**src/seti_consts.vh**
```
// Constants of the serial EEPROM target interface
`ifndef SETI_CONSTS_VH
`define SETI_CONSTS_VH
// Clock rate of sys_clk in kHz
`define SETI_CLK_KHZ      20000
// Longest program cycle in microseconds
`define SETI_TWC_US       5000
// Address word layout
`define SETI_DEV_TYPE_MSB 7
`define SETI_DEV_TYPE_LSB 4
`define SETI_SEL_MSB      3
`define SETI_SEL_LSB      1
`define SETI_RW_BIT       0
// Bits per byte and ack slot count
`define SETI_BITS         4'h8
// Page size in bytes
`define SETI_PAGE_BYTES   8'h80
// Program FIFO shape: page base, offset, data
`define SETI_FIFO_WIDTH   24
`define SETI_FIFO_DEPTH   8
`define SETI_FIFO_AW      3
// Reset values
`define SETI_ADDR_RST     16'h0000
`define SETI_BYTE_RST     8'h00
`endif

```
**src/seti_fifo.v**
```verilog
// Small valid/ready FIFO between page buffer and memory port
`timescale 1ns/1ps
module seti_fifo #(
  parameter WIDTH = 24,
  parameter DEPTH = 8,
  parameter AW    = 3
) (
  input  wire             sys_clk,
  input  wire             rst_n,
  input  wire             in_valid,
  output wire             in_ready,
  input  wire [WIDTH-1:0] in_data,
  output wire             out_valid,
  input  wire             out_ready,
  output wire [WIDTH-1:0] out_data
);
  reg [WIDTH-1:0] mem [0:DEPTH-1]; // Storage words
  reg [AW-1:0]    wr_ptr;          // Next slot to fill
  reg [AW-1:0]    rd_ptr;          // Next slot to drain
  reg [AW:0]      count;           // Words held
  wire            push;
  wire            pop;

  // Honest full and empty flags
  assign in_ready  = (count != DEPTH[AW:0]);
  assign out_valid = (count != {(AW+1){1'b0}});
  assign out_data  = mem[rd_ptr];
  assign push      = in_valid & in_ready;
  assign pop       = out_valid & out_ready;

  // Data words carry no reset; only pointers and count need one
  always @(posedge sys_clk) begin
    if (push) begin
      mem[wr_ptr] <= in_data;
    end
  end

  // Pointers wrap by masking; depth is a power of two
  always @(posedge sys_clk or negedge rst_n) begin
    if (!rst_n) begin
      wr_ptr <= {AW{1'b0}};
      rd_ptr <= {AW{1'b0}};
      count  <= {(AW+1){1'b0}};
    end else begin
      if (push) begin
        wr_ptr <= wr_ptr + 1'b1;
      end
      if (pop) begin
        rd_ptr <= rd_ptr + 1'b1;
      end
      if (push && !pop) begin
        count <= count + 1'b1;
      end else if (pop && !push) begin
        count <= count - 1'b1;
      end
    end
  end
endmodule // seti_fifo

```
**src/seti_target.v**
```verilog
// Two-wire serial target front end of a byte-wide EEPROM
// Operation
// - Sample SDA on SCL rise, drive after fall
// - SDA is open drain, low or released
// - SDA fall with SCL high is start
// - SDA rise with SCL high is stop
// - Stop after write data launches program cycle
// - Eight-bit words, ninth clock carries acknowledge
// - Read: host ack continues, no-ack ends
// - No ack nor stop: stay released
// - Address word: type, select, direction
// - Ack only on type and strap match
// - Direction bit low writes, high reads
// - Straps pulled low, eight devices per bus
// - Write: two address bytes, then data, acked
// - Program cycle refuses new transactions
// - Page write buffers up to 128 bytes
// - Page offset wraps within the page
// - Inhibit high: addresses acked, data refused
// - Inhibit low writes allowed; reads always work
// - Polling: no-ack while busy, ack after
// - Program cycle lasts the maximum time, longer if the page drain lags
// - Read returns counter data, MSB first
// - Random read: dummy write, repeated start
// - Sequential read wraps over whole array
`timescale 1ns/1ps
`include "seti_consts.vh"
module seti_target #(
  // Device type code; the value is arbitrary
  parameter [3:0]  DEV_TYPE  = 4'h5,
  // Program time in sys_clk cycles, shorten for simulation
  parameter [16:0] WC_CYCLES = `SETI_TWC_US * (`SETI_CLK_KHZ / 1000)
) (
  input  wire        sys_clk,
  input  wire        rst_n,
  input  wire        scl,
  input  wire        sda_in,
  output wire        sda_out,
  output reg         sda_oe,
  input  wire [2:0]  chip_select_straps,
  input  wire        write_inhibit_pin,
  output reg  [15:0] mem_addr,
  output reg  [7:0]  mem_wdata,
  output reg         mem_we,
  input  wire        mem_ready,
  input  wire [7:0]  mem_rdata,
  output reg         prog_busy
);
  // Protocol states
  localparam [2:0] S_IDLE = 3'h0; // Standby, waits for a start
  localparam [2:0] S_DEV  = 3'h1; // Receiving address word
  localparam [2:0] S_AHI  = 3'h2; // Receiving high address byte
  localparam [2:0] S_ALO  = 3'h3; // Receiving low address byte
  localparam [2:0] S_WDAT = 3'h4; // Receiving write data
  localparam [2:0] S_RDAT = 3'h5; // Sending read data

  // Input synchronisers, two stages each
  reg        scl_m;
  reg        scl_s;
  reg        scl_d;       // Previous synchronised SCL
  reg        sda_m;
  reg        sda_s;
  reg        sda_d;       // Previous synchronised SDA
  reg        wp_m;
  reg        wp_s;
  reg  [2:0] cs_m;
  reg  [2:0] cs_s;

  // Protocol engine
  reg  [2:0] state;
  reg  [3:0] bit_cnt;     // Bits of the current byte seen
  reg        ack_ph;      // Inside the ninth clock
  reg        acked;       // Our answer in this ninth clock
  reg        host_nack;   // Host answer after a read byte
  reg  [7:0] shreg;       // Incoming byte
  reg  [7:0] tx;          // Outgoing byte, top bit next
  reg  [15:0] addr;       // Internal address counter
  reg        wr_pend;     // Accepted data awaits a stop

  // Page buffer and its valid flags
  reg  [7:0]   page_data_byte [0:127];
  reg  [127:0] pvalid;

  // Program cycle walker and timer
  reg  [7:0]  walk_idx;
  reg         walk_on;
  reg  [16:0] timer;

  // FIFO hookup
  wire        fifo_in_valid;
  wire        fifo_in_ready;
  wire [23:0] fifo_in_data;
  wire        fifo_out_valid;
  wire [23:0] fifo_out_data;

  // Bus events seen by sys_clk
  wire scl_rise;
  wire scl_fall;
  wire start_c;
  wire stop_c;
  wire dev_match;

  // Next offset inside the current page, wrapping at its end
  function [15:0] seti_page_inc;
    input [15:0] a;
    begin
      seti_page_inc = {a[15:7], a[6:0] + 7'h01};
    end
  endfunction

  // open drain
  // Output level is always low; only the enable moves
  assign sda_out = 1'b0;

  assign scl_rise = scl_s & ~scl_d;
  assign scl_fall = ~scl_s & scl_d;
  assign start_c  = scl_s & scl_d & sda_d & ~sda_s;
  assign stop_c   = scl_s & scl_d & ~sda_d & sda_s;

  // word layout
  // Type code on top, strap code next, direction in bit zero
  // address match
  // Busy also refuses the word, which serves polling as well
  assign dev_match =
    (shreg[`SETI_DEV_TYPE_MSB:`SETI_DEV_TYPE_LSB] == DEV_TYPE) &&
    (shreg[`SETI_SEL_MSB:`SETI_SEL_LSB] == cs_s) && !prog_busy;

  // page drain
  // Walker offers each buffered byte with its full address
  assign fifo_in_valid = walk_on && !walk_idx[7] &&
                         pvalid[walk_idx[6:0]];
  assign fifo_in_data  = {addr[15:7], walk_idx[6:0],
                          page_data_byte[walk_idx[6:0]]};

  // Buffer between page walker and a memory that may stall
  seti_fifo #(
    .WIDTH (`SETI_FIFO_WIDTH),
    .DEPTH (`SETI_FIFO_DEPTH),
    .AW    (`SETI_FIFO_AW)
  ) u_fifo (
    .sys_clk   (sys_clk),
    .rst_n     (rst_n),
    .in_valid  (fifo_in_valid),
    .in_ready  (fifo_in_ready),
    .in_data   (fifo_in_data),
    .out_valid (fifo_out_valid),
    .out_ready (mem_ready),
    .out_data  (fifo_out_data)
  );

  // Synchronisers; pins come from outside this clock's domain
  // strap sampling
  // Straps are pulled low at the pad, so open pins read zero
  // inhibit sampling
  always @(posedge sys_clk or negedge rst_n) begin
    if (!rst_n) begin
      scl_m <= 1'b1;
      scl_s <= 1'b1;
      scl_d <= 1'b1;
      sda_m <= 1'b1;
      sda_s <= 1'b1;
      sda_d <= 1'b1;
      wp_m  <= 1'b1;
      wp_s  <= 1'b1;
      cs_m  <= 3'h0;
      cs_s  <= 3'h0;
    end else begin
      scl_m <= scl;
      scl_s <= scl_m;
      scl_d <= scl_s;
      sda_m <= sda_in;
      sda_s <= sda_m;
      sda_d <= sda_s;
      wp_m  <= write_inhibit_pin;
      wp_s  <= wp_m;
      cs_m  <= chip_select_straps;
      cs_s  <= cs_m;
    end
  end

  // Memory port: writes from the FIFO, otherwise read address
  // Registered so the array sees clean strobes
  always @(posedge sys_clk or negedge rst_n) begin
    if (!rst_n) begin
      mem_we    <= 1'b0;
      mem_addr  <= `SETI_ADDR_RST;
      mem_wdata <= `SETI_BYTE_RST;
    end else if (fifo_out_valid && mem_ready) begin
      mem_we    <= 1'b1;
      mem_addr  <= fifo_out_data[23:8];
      mem_wdata <= fifo_out_data[7:0];
    end else begin
      mem_we    <= 1'b0;
      mem_addr  <= addr;
    end
  end

  // Page data storage; no reset needed behind the valid flags
  always @(posedge sys_clk) begin
    if (scl_fall && ack_ph == 1'b0 && bit_cnt == `SETI_BITS &&
        state == S_WDAT && !wp_s) begin
      page_data_byte[addr[6:0]] <= shreg;
    end
  end

  // Main protocol engine, stepped by sampled SCL edges
  always @(posedge sys_clk or negedge rst_n) begin
    if (!rst_n) begin
      state     <= S_IDLE;
      bit_cnt   <= 4'h0;
      ack_ph    <= 1'b0;
      acked     <= 1'b0;
      host_nack <= 1'b1;
      shreg     <= `SETI_BYTE_RST;
      tx        <= `SETI_BYTE_RST;
      addr      <= `SETI_ADDR_RST;
      wr_pend   <= 1'b0;
      pvalid    <= 128'h0;
      sda_oe    <= 1'b0;
      prog_busy <= 1'b0;
      walk_on   <= 1'b0;
      walk_idx  <= 8'h00;
      timer     <= 17'h00000;
    end else begin
      // program timer
      // Timer runs from the stop; busy also waits for walker and FIFO to drain
      if (prog_busy) begin
        if (timer != WC_CYCLES) begin
          timer <= timer + 17'h00001;
        end
        if ((timer >= WC_CYCLES - 17'h00001) && !walk_on &&
            !fifo_out_valid && !mem_we) begin
          prog_busy <= 1'b0;
        end
      end
      // Walker steps over empty slots, waits on a full FIFO
      if (walk_on) begin
        if (walk_idx[7]) begin
          walk_on <= 1'b0;
        end else if (!pvalid[walk_idx[6:0]]) begin
          walk_idx <= walk_idx + 8'h01;
        end else if (fifo_in_ready) begin
          pvalid[walk_idx[6:0]] <= 1'b0;
          walk_idx <= walk_idx + 8'h01;
        end
      end

      if (start_c) begin
        // start begins a word
        // Repeated start drops unfinished write data
        // no program for it
        state   <= S_DEV;
        bit_cnt <= 4'h0;
        ack_ph  <= 1'b0;
        sda_oe  <= 1'b0;
        if (!prog_busy) begin
          wr_pend <= 1'b0;
          pvalid  <= 128'h0;
        end
      end else if (stop_c) begin
        state   <= S_IDLE;
        bit_cnt <= 4'h0;
        ack_ph  <= 1'b0;
        sda_oe  <= 1'b0;
        // launch program
        // Only whole acknowledged bytes set the pending flag
        if (wr_pend && !prog_busy) begin
          wr_pend   <= 1'b0;
          prog_busy <= 1'b1;
          walk_on   <= 1'b1;
          walk_idx  <= 8'h00;
          timer     <= 17'h00000;
        end
      end else if (state == S_IDLE) begin
        // standby
        // Standby ignores SCL until the next start
        sda_oe <= 1'b0;
      end else if (scl_rise) begin
        if (bit_cnt != `SETI_BITS) begin
          bit_cnt <= bit_cnt + 4'h1;
          if (state != S_RDAT) begin
            shreg <= {shreg[6:0], sda_s};
          end
        end else if (state == S_RDAT) begin
          host_nack <= sda_s;
          addr <= addr + 16'h0001;
        end
      end else if (scl_fall) begin
        if (ack_ph) begin
          // End of the ninth clock: release and move on
          ack_ph  <= 1'b0;
          bit_cnt <= 4'h0;
          sda_oe  <= 1'b0;
          case (state)
            S_DEV: begin
              if (!acked) begin
                state <= S_IDLE;
              end else if (shreg[`SETI_RW_BIT]) begin
                state  <= S_RDAT;
                sda_oe <= ~mem_rdata[7];
                tx     <= {mem_rdata[6:0], 1'b1};
              end else begin
                state <= S_AHI;
              end
            end
            S_AHI: begin
              state <= S_ALO;
            end
            S_ALO: begin
              state <= S_WDAT;
            end
            S_WDAT: begin
              state <= acked ? S_WDAT : S_IDLE;
            end
            S_RDAT: begin
              if (host_nack) begin
                state <= S_IDLE;
              end else begin
                sda_oe <= ~mem_rdata[7];
                tx     <= {mem_rdata[6:0], 1'b1};
              end
            end
            default: begin
              state <= S_IDLE;
            end
          endcase
        end else if (bit_cnt == `SETI_BITS) begin
          ack_ph <= 1'b1;
          case (state)
            S_DEV: begin
              acked  <= dev_match;
              sda_oe <= dev_match;
            end
            S_AHI: begin
              addr[15:8] <= shreg;
              acked      <= 1'b1;
              sda_oe     <= 1'b1;
            end
            S_ALO: begin
              addr[7:0] <= shreg;
              acked     <= 1'b1;
              sda_oe    <= 1'b1;
            end
            S_WDAT: begin
              acked  <= !wp_s;
              sda_oe <= !wp_s;
              if (!wp_s) begin
                pvalid[addr[6:0]] <= 1'b1;
                wr_pend <= 1'b1;
                addr <= seti_page_inc(addr);
              end
            end
            default: begin
              acked  <= 1'b0;
              sda_oe <= 1'b0;
            end
          endcase
        end else if (state == S_RDAT) begin
          sda_oe <= ~tx[7];
          tx     <= {tx[6:0], 1'b1};
        end
      end
    end
  end
endmodule // seti_target

```
**config.mk**
```make
export PLATFORM = sky130hd
export DESIGN_NAME = seti_target
export DESIGN_NICKNAME = d
export VERILOG_FILES = /design/src/seti_fifo.v /design/src/seti_target.v
export VERILOG_INCLUDE_DIRS = /design/src
export SDC_FILE = /design/constraint.sdc
export NUM_CORES = 2
export LEC_CHECK = 0
export ABC_CLOCK_PERIOD_IN_PS = 5500
export CAP_MARGIN = 20
export CELL_PAD_IN_SITES_DETAIL_PLACEMENT = 1
export CELL_PAD_IN_SITES_GLOBAL_PLACEMENT = 1
export CORE_ASPECT_RATIO = 0.75
export CORE_MARGIN = 3
export CORE_UTILIZATION = 49
export CTS_CLUSTER_SIZE = 8
export DETAILED_ROUTE_END_ITERATION = 10
export DONT_BUFFER_PORTS = 1
export GPL_ROUTABILITY_DRIVEN = 0
export PLACE_DENSITY = 0.79
export SYNTH_ARGS = -nofsm -noshare
export SYNTH_HDL_FRONTEND = slang
export SYNTH_SLANG_ARGS = --single-unit
```
**constraint.sdc**
```tcl
create_clock -name sys_clk -period 5.5 [get_ports sys_clk]
set_clock_uncertainty 0.1 [all_clocks]
set_input_delay 0.55 -clock sys_clk [delete_from_list [all_inputs] [get_ports sys_clk]]
set_output_delay 0.55 -clock sys_clk [all_outputs]
set_load 0.02 [all_outputs]
```
== After elaboration in Yosys (flattened, before gate mapping) ==
Memory sizes are Yosys's and may differ from the RTL's.
Cells that the tools add are included.
Storage, ports and cells
  word-level logic and storage cells: 274
  output and inout port bits: 28
  input bits: 17
  memory bits (writable): 1216
  register bits after elaboration: 248
  memories: 2
Cells by class
  $add $sub $neg: 9
  reductions and logical operators: 56
  bitwise operators: 24
  magnitude comparators: 5
  equal/unequal tests: 30
  mux-type cells: 115
Memory list
  page_data_byte: depth 128, width 8, rd ports 1, clocked after memory_dff 0, wr ports 1, line seti_target.v:81  | reg [7:0] page_data_byte [0:127];
  u_fifo.mem: depth 8, width 24, rd ports 1, clocked after memory_dff 0, wr ports 1, line seti_fifo.v:17  | reg [WIDTH-1:0] mem [0:DEPTH-1];
Operators with widths (number)
  two-way mux 128 bit: 14
  AND 128 bit: 1
  inverter 128 bit: 1
  OR 128 bit: 1
  two-way mux 16 bit: 7
  two-way mux 8 bit: 13
  two-way mux 17 bit: 5
  case mux 8 bit (2 select lines): 3
  two-way mux 1 bit: 47
  two-way mux 4 bit: 9
  two-way mux 3 bit: 10
  AND reduction 10 bit: 3
  != test 3 bit (second input constant): 6
  adder 17 x 1 -> 17 bit (second input constant): 1
  >= comparator 17 bit (second input constant): 1
  logical AND 1 bit: 17
  != test 17 bit (second input constant): 1
  adder 16 x 1 -> 16 bit (second input constant): 1
  < comparator 7 x 8 -> 1 bit (second input constant): 2
  nonzero test 4 bit: 4
  case mux 3 bit (5 select lines): 1
  nonzero test 3 bit: 5
  demux 1 bit (select 7 bit): 2
  >= comparator 7 x 1 -> 1 bit (second input constant): 2
  35 further kinds: 82

== Logic depth before layout (Yosys ltp) ==
  depth after elaboration: 20
  depth in mapped cells: 20
  depth with buffers taken out: 15

== By module ==
A second synthesis with hierarchy kept.
Second synthesis, totals
  cells, all modules: 3859
  area, all modules: 59144.2 um^2
Modules (own cells, without submodules)
  seti_target: instances 1, area each 51264.2 um^2, cells each 3519, sequential area each 36716.5 um^2
  seti_fifo: instances 1, area each 7880.1 um^2, cells each 340, sequential area each 6015.8 um^2

== Least setup slack after synthesis ==
No wires, ideal clock.
  path kind: flip-flop to flip-flop
  start point: register walk_idx[0]
  end point: memory u_fifo.mem[7][0] (enable)
  buffers on the path: 6
  library setup time: 0.475 ns
  cell stages (with the launch flop): 14
  path slack: -0.193 ns
  arrival: 5.119 ns
  data required time: 4.925 ns
  period minus slack after synthesis: 5.693 ns
  path through: dfrtp_1 > buf_6 > buf_6 > buf_6 > or3b_1 > a21oi_1 > nor4_1 > o41ai_2 > o211ai_1 > and2_4 > buf_6 > buf_4 > buf_4 > nor4b_1
On the way
  longest elaborated chain between the ends: 6
Ends and longest elaborated chain
  start, declared: line seti_target.v:85  | reg [7:0] walk_idx;
  start signal, assigned: line seti_target.v:241  | walk_idx <= walk_idx + 8'h01;
  start signal, assigned: line seti_target.v:244  | walk_idx <= walk_idx + 8'h01;
  binary-select mux 1 bit (select 7 bit): line seti_target.v:131  | pvalid[walk_idx[6:0]];
  two-way mux 1 bit (implied by the code): line seti_target.v:131
  logical AND 1 bit: line seti_target.v:130  | assign fifo_in_valid = walk_on && !walk_idx[7] &&
  AND 1 bit: line seti_fifo.v:28  | assign push = in_valid & in_ready;
  two-way mux 1 bit: line seti_fifo.v:33  | if (push) begin
  two-way mux 1 bit (implied by the code): line seti_fifo.v:34  | mem[wr_ptr] <= in_data;
  end, declared: line seti_fifo.v:17
No other way between the ends. The select of a mux whose other input is x is not followed.

== Worst setup path in the final report ==
  start point: register walk_idx[0]
  end point: memory u_fifo.mem[2][5] (data pin)
On the way
  longest elaborated chain between the ends: 1
Ends and longest elaborated chain
  memory (128 x 8 bit)
  named net fifo_in_data[5]: line seti_target.v:92  | wire [23:0] fifo_in_data;
The timed path passes the listed nets, and every way through them passes these cells.

==> key figures <==
Run status
  – Run status: complete, but fails checks
  – Failing checks: negative hold slack

Power
  – Worst-case vdd ir drop: 0.291 mV
  – Pwr/cell area: 374 nW/um^2
  – Sw frac: 22.6%
  – Comb pwr share: 3.1%
  – Pint: 19.2 mW
  – Static leakage: 21.4 nW
  – Clk pwr share: 46.9%
  – Seq pwr share: 49.9%
  – P_sw: 5.60 mW

Synth
  – Cell type with the largest total area after synthesis: edfxtp_1
  – Mapped Cells: 3776
  – Sequential-to-total area share from yosys stat: 73.8%
  – Flops & latches, synth: 1464
  – Netlist Area Pre-Place: 57900 um^2
  – Primary FF master, synth: edfxtp_1
  – Synth async-reset ratio: 16.9%
  – Top post-synthesis cells by area: edfxtp_1 (63%), dfrtp_1 (10%), a22oi_1 (3.9%)
  – Post-synthesis net count: 3808
  – Yosys cell types: 76
  – Ys Warns: 0
  – Area share of the largest cell type after synthesis: 63.1%
  – EDFF count, synth: 1216
  – Syn Area/Cell: 15.3 um^2

Die
  – Num rows: 108
  – Core Region: 116000 um^2
  – Die width: 403 um
  – Die height: 304 um
  – Die footprint: 122000 um^2
  – Boundary Pins: 45
  – Starting Density: 49.7%

Layout
  – Most common cell after layout, fill and taps aside: edfxtp_1
  – # fillers: 10700
  – Final Util: 56.8%
  – Area Overhead vs Synth: 14.2%
  – Final #Nets: 3901
  – Commonest non-fill, non-tap cells in the layout: edfxtp_1 (1216), a22oi_1 (299), nor2_1 (249), nand2_1 (247), dfrtp_1 (224)
  – Layout cell share with drive strength beyond 1: 13.3%

Place
  – Detailed placer's ending HPWL: 115000 um
  – I/O Buffers: 0

Route
  – Wire length on met3: 26300 um
  – Routed WL: 199000 um
  – Post-DRT Antenna Nets: 0
  – Vias: 39300
  – DRC errors left: 0
  – Drt pass-1 iters: 8
  – Via-to-Cell Ratio: 7.13
  – M1 WL: 75500 um
  – DRT iter0 DRCs: 6204
  – Top layer in use: met5
  – Wire length per cell: 36.0 um
  – Met2 WL: 89100 um

Critical path
  – WP data required: 5800 ps
  – Most Frequent Cell on Critical Path: buf_4
  – Crit path largest cell delay: 900 ps
  – Setup slack, reg-to-reg: 300 ps
  – Worst Setup End Kind: flip-flop
  – Critical Path End: u_fifo.mem[2][5]
  – Critical path startpoint category: flip-flop
  – Crit path DAT: 5500 ps
  – R2r worst-path depth: 10
  – CP Class: flip-flop to flip-flop
  – Critical Path Fanout Max: 56
  – Capturing point of the worst reg2reg path: u_fifo.mem[2][5]
  – Slowest cell on the critical path: dfrtp_4
  – Critical Path, Cell by Cell: buf_4 -> nor3_4 -> buf_12 -> a22o_1 -> a221oi_1 -> a31oi_1 -> or4_1 -> a2111oi_0 -> buf_4 -> nand4_1
  – Setup crit start: walk_idx[0]
  – RR Startpoint: walk_idx[0]

CTS
  – # resized after CTS: 0
  – Worst skew pair latency: 820 ps
  – CTS Hold Bufs: 13
  – CTS max path bufs: 3
  – Inserted Clock Buffers: 201
  – CTS Sinks: 1464
  – Clk root buf: clkbuf_16
  – # Post-CTS Setup Buffers: 0
  – CTS H-tree lvls: 4
  – TritonCTS clock tree: done
  – Clk pin slew, worst setup/hold paths: 50 ps

GRT
  – Largest net degree at the start of global routing: 249
  – Global-route wire length before repair: 288000 um
  – GR Overflow Total: 0
  – Antenna violations before repair: 6
  – Total Routing Usage GR: 32.1%
  – Vias in the first global route: 40100

STA
  – Final setup vio count: 0
  – Final hold viol count: 248
  – Max Slew Vio Count: 0
  – Final Critical Period: 5200 ps
  – Final period util: 94.6%
  – Worst-margin pin slew: 1220 ps
  – Fin Setup TNS: 0 ps
  – Rel. slew slack: 16.5%
  – Fmax: 192 MHz
  – RSZ-0062 raised after global routing: no
  – Final Hold Slack: -682 ps

Hold path
  – Worst Hold Class: input port to asynchronous set/reset pin

Flow run
  – Max_cap viols: 0
## synth_stat cells, drive strengths merged, types with 26 or more instances
master and count:
a21oi 177, a221oi 104, a22o 102, a22oi 299
a311oi 111, a31oi 80, buf 81, clkbuf 194
dfrtp 239, edfxtp 1216, mux2i 51, mux4 65
nand2 247, nand3 47, nand4 56, nor2 255
nor3 26, nor4 31, o21ai 74
## layout make-up
type / instances / area [um^2] / area share [%]
clock buffers: 290 / 5360 / 8.11
well taps: 1540 / 1930 / 2.91
diodes: 2 / 5.00 / 0.00757
flip-flops and latches: 1464 / 42800 / 64.7
multi-input cells: 2015 / 14100 / 21.4
clock inverters: 17 / 414 / 0.626
inverters: 22 / 82.6 / 0.125
repair buffers: 165 / 1420 / 2.14
## layer usage
metal	track usage, %	vias up
met5	0	-
met4	12.5	8
met3	9.65	572
met2	47.4	3062
met1	44.9	20300
li1	-	15400
## worst min path at each step
stage	slack, ps	cells after the start	startpoint	to
after floorplan	150	0	rst_n	ack_ph
after global placement	160	0	rst_n	mem_addr[14]
after detailed placement	160	0	rst_n	mem_addr[14]
after CTS	-730	0	rst_n	mem_addr[11]
after global routing	-700	0	rst_n	mem_addr[11]
final	-680	0	rst_n	mem_addr[11]
## critical path, delay by kind of cell (launching register included)
kind	cells	cell delay (ps)
compound gates	4	1630
flops	1	900
simple gates	3	1170
buf+inv	3	930
## cell families after synthesis
kind of cell / after synthesis / share of synthesized area [%]
flip-flops: 1464 / 73.8
AO/OA/AOI/OAI: 1043 / 13.0
AND/OR/NAND/NOR: 790 / 6.51
buffers and inverters: 297 / 2.06
multiplexers: 138 / 3.84
XOR/XNOR: 28 / 0.423
adder cells (fa/ha/maj): 15 / 0.337
other: 1 / 0.00648
## power groups by stage
| stage | sequential (mW) | clock [mW] | combinational [mW] |
|---|---|---|---|
| final | 12.4 | 11.6 | 0.769 |
| after global routing | 12.4 | 12.1 | 0.809 |
| after CTS | 12.4 | 11.6 | 0.761 |
| after detailed placement | 12.6 | 0 | 0.738 |
| after global placement | 12.6 | 0 | 0.708 |
| after floorplan | 12.5 | 0 | 0.543 |
## per-stage QoR
stage,power [mW],worst slack [ps],area [um^2],instances,hold slack [ps]
floorplan,13.0,18.6,57900,3776,154
global placement,13.3,700,60100,5187,160
CTS,24.8,428,66000,5507,-727
finish,24.8,297,66100,5515,-682
global route,25.3,265,66100,5513,-700
detailed placement,13.3,612,60100,5187,160
## registers in the layout, summed over array words and instances (netlist names), 4 cells and up
name	flops
shreg	8
pvalid	128
timer	17
bit_cnt	4
u_fifo.mem	192
page_data_byte	1024
mem_addr	16
tx	8
mem_wdata	8
u_fifo.count	4
walk_idx	8
addr	16
Power figures use the tool's default switching activity.
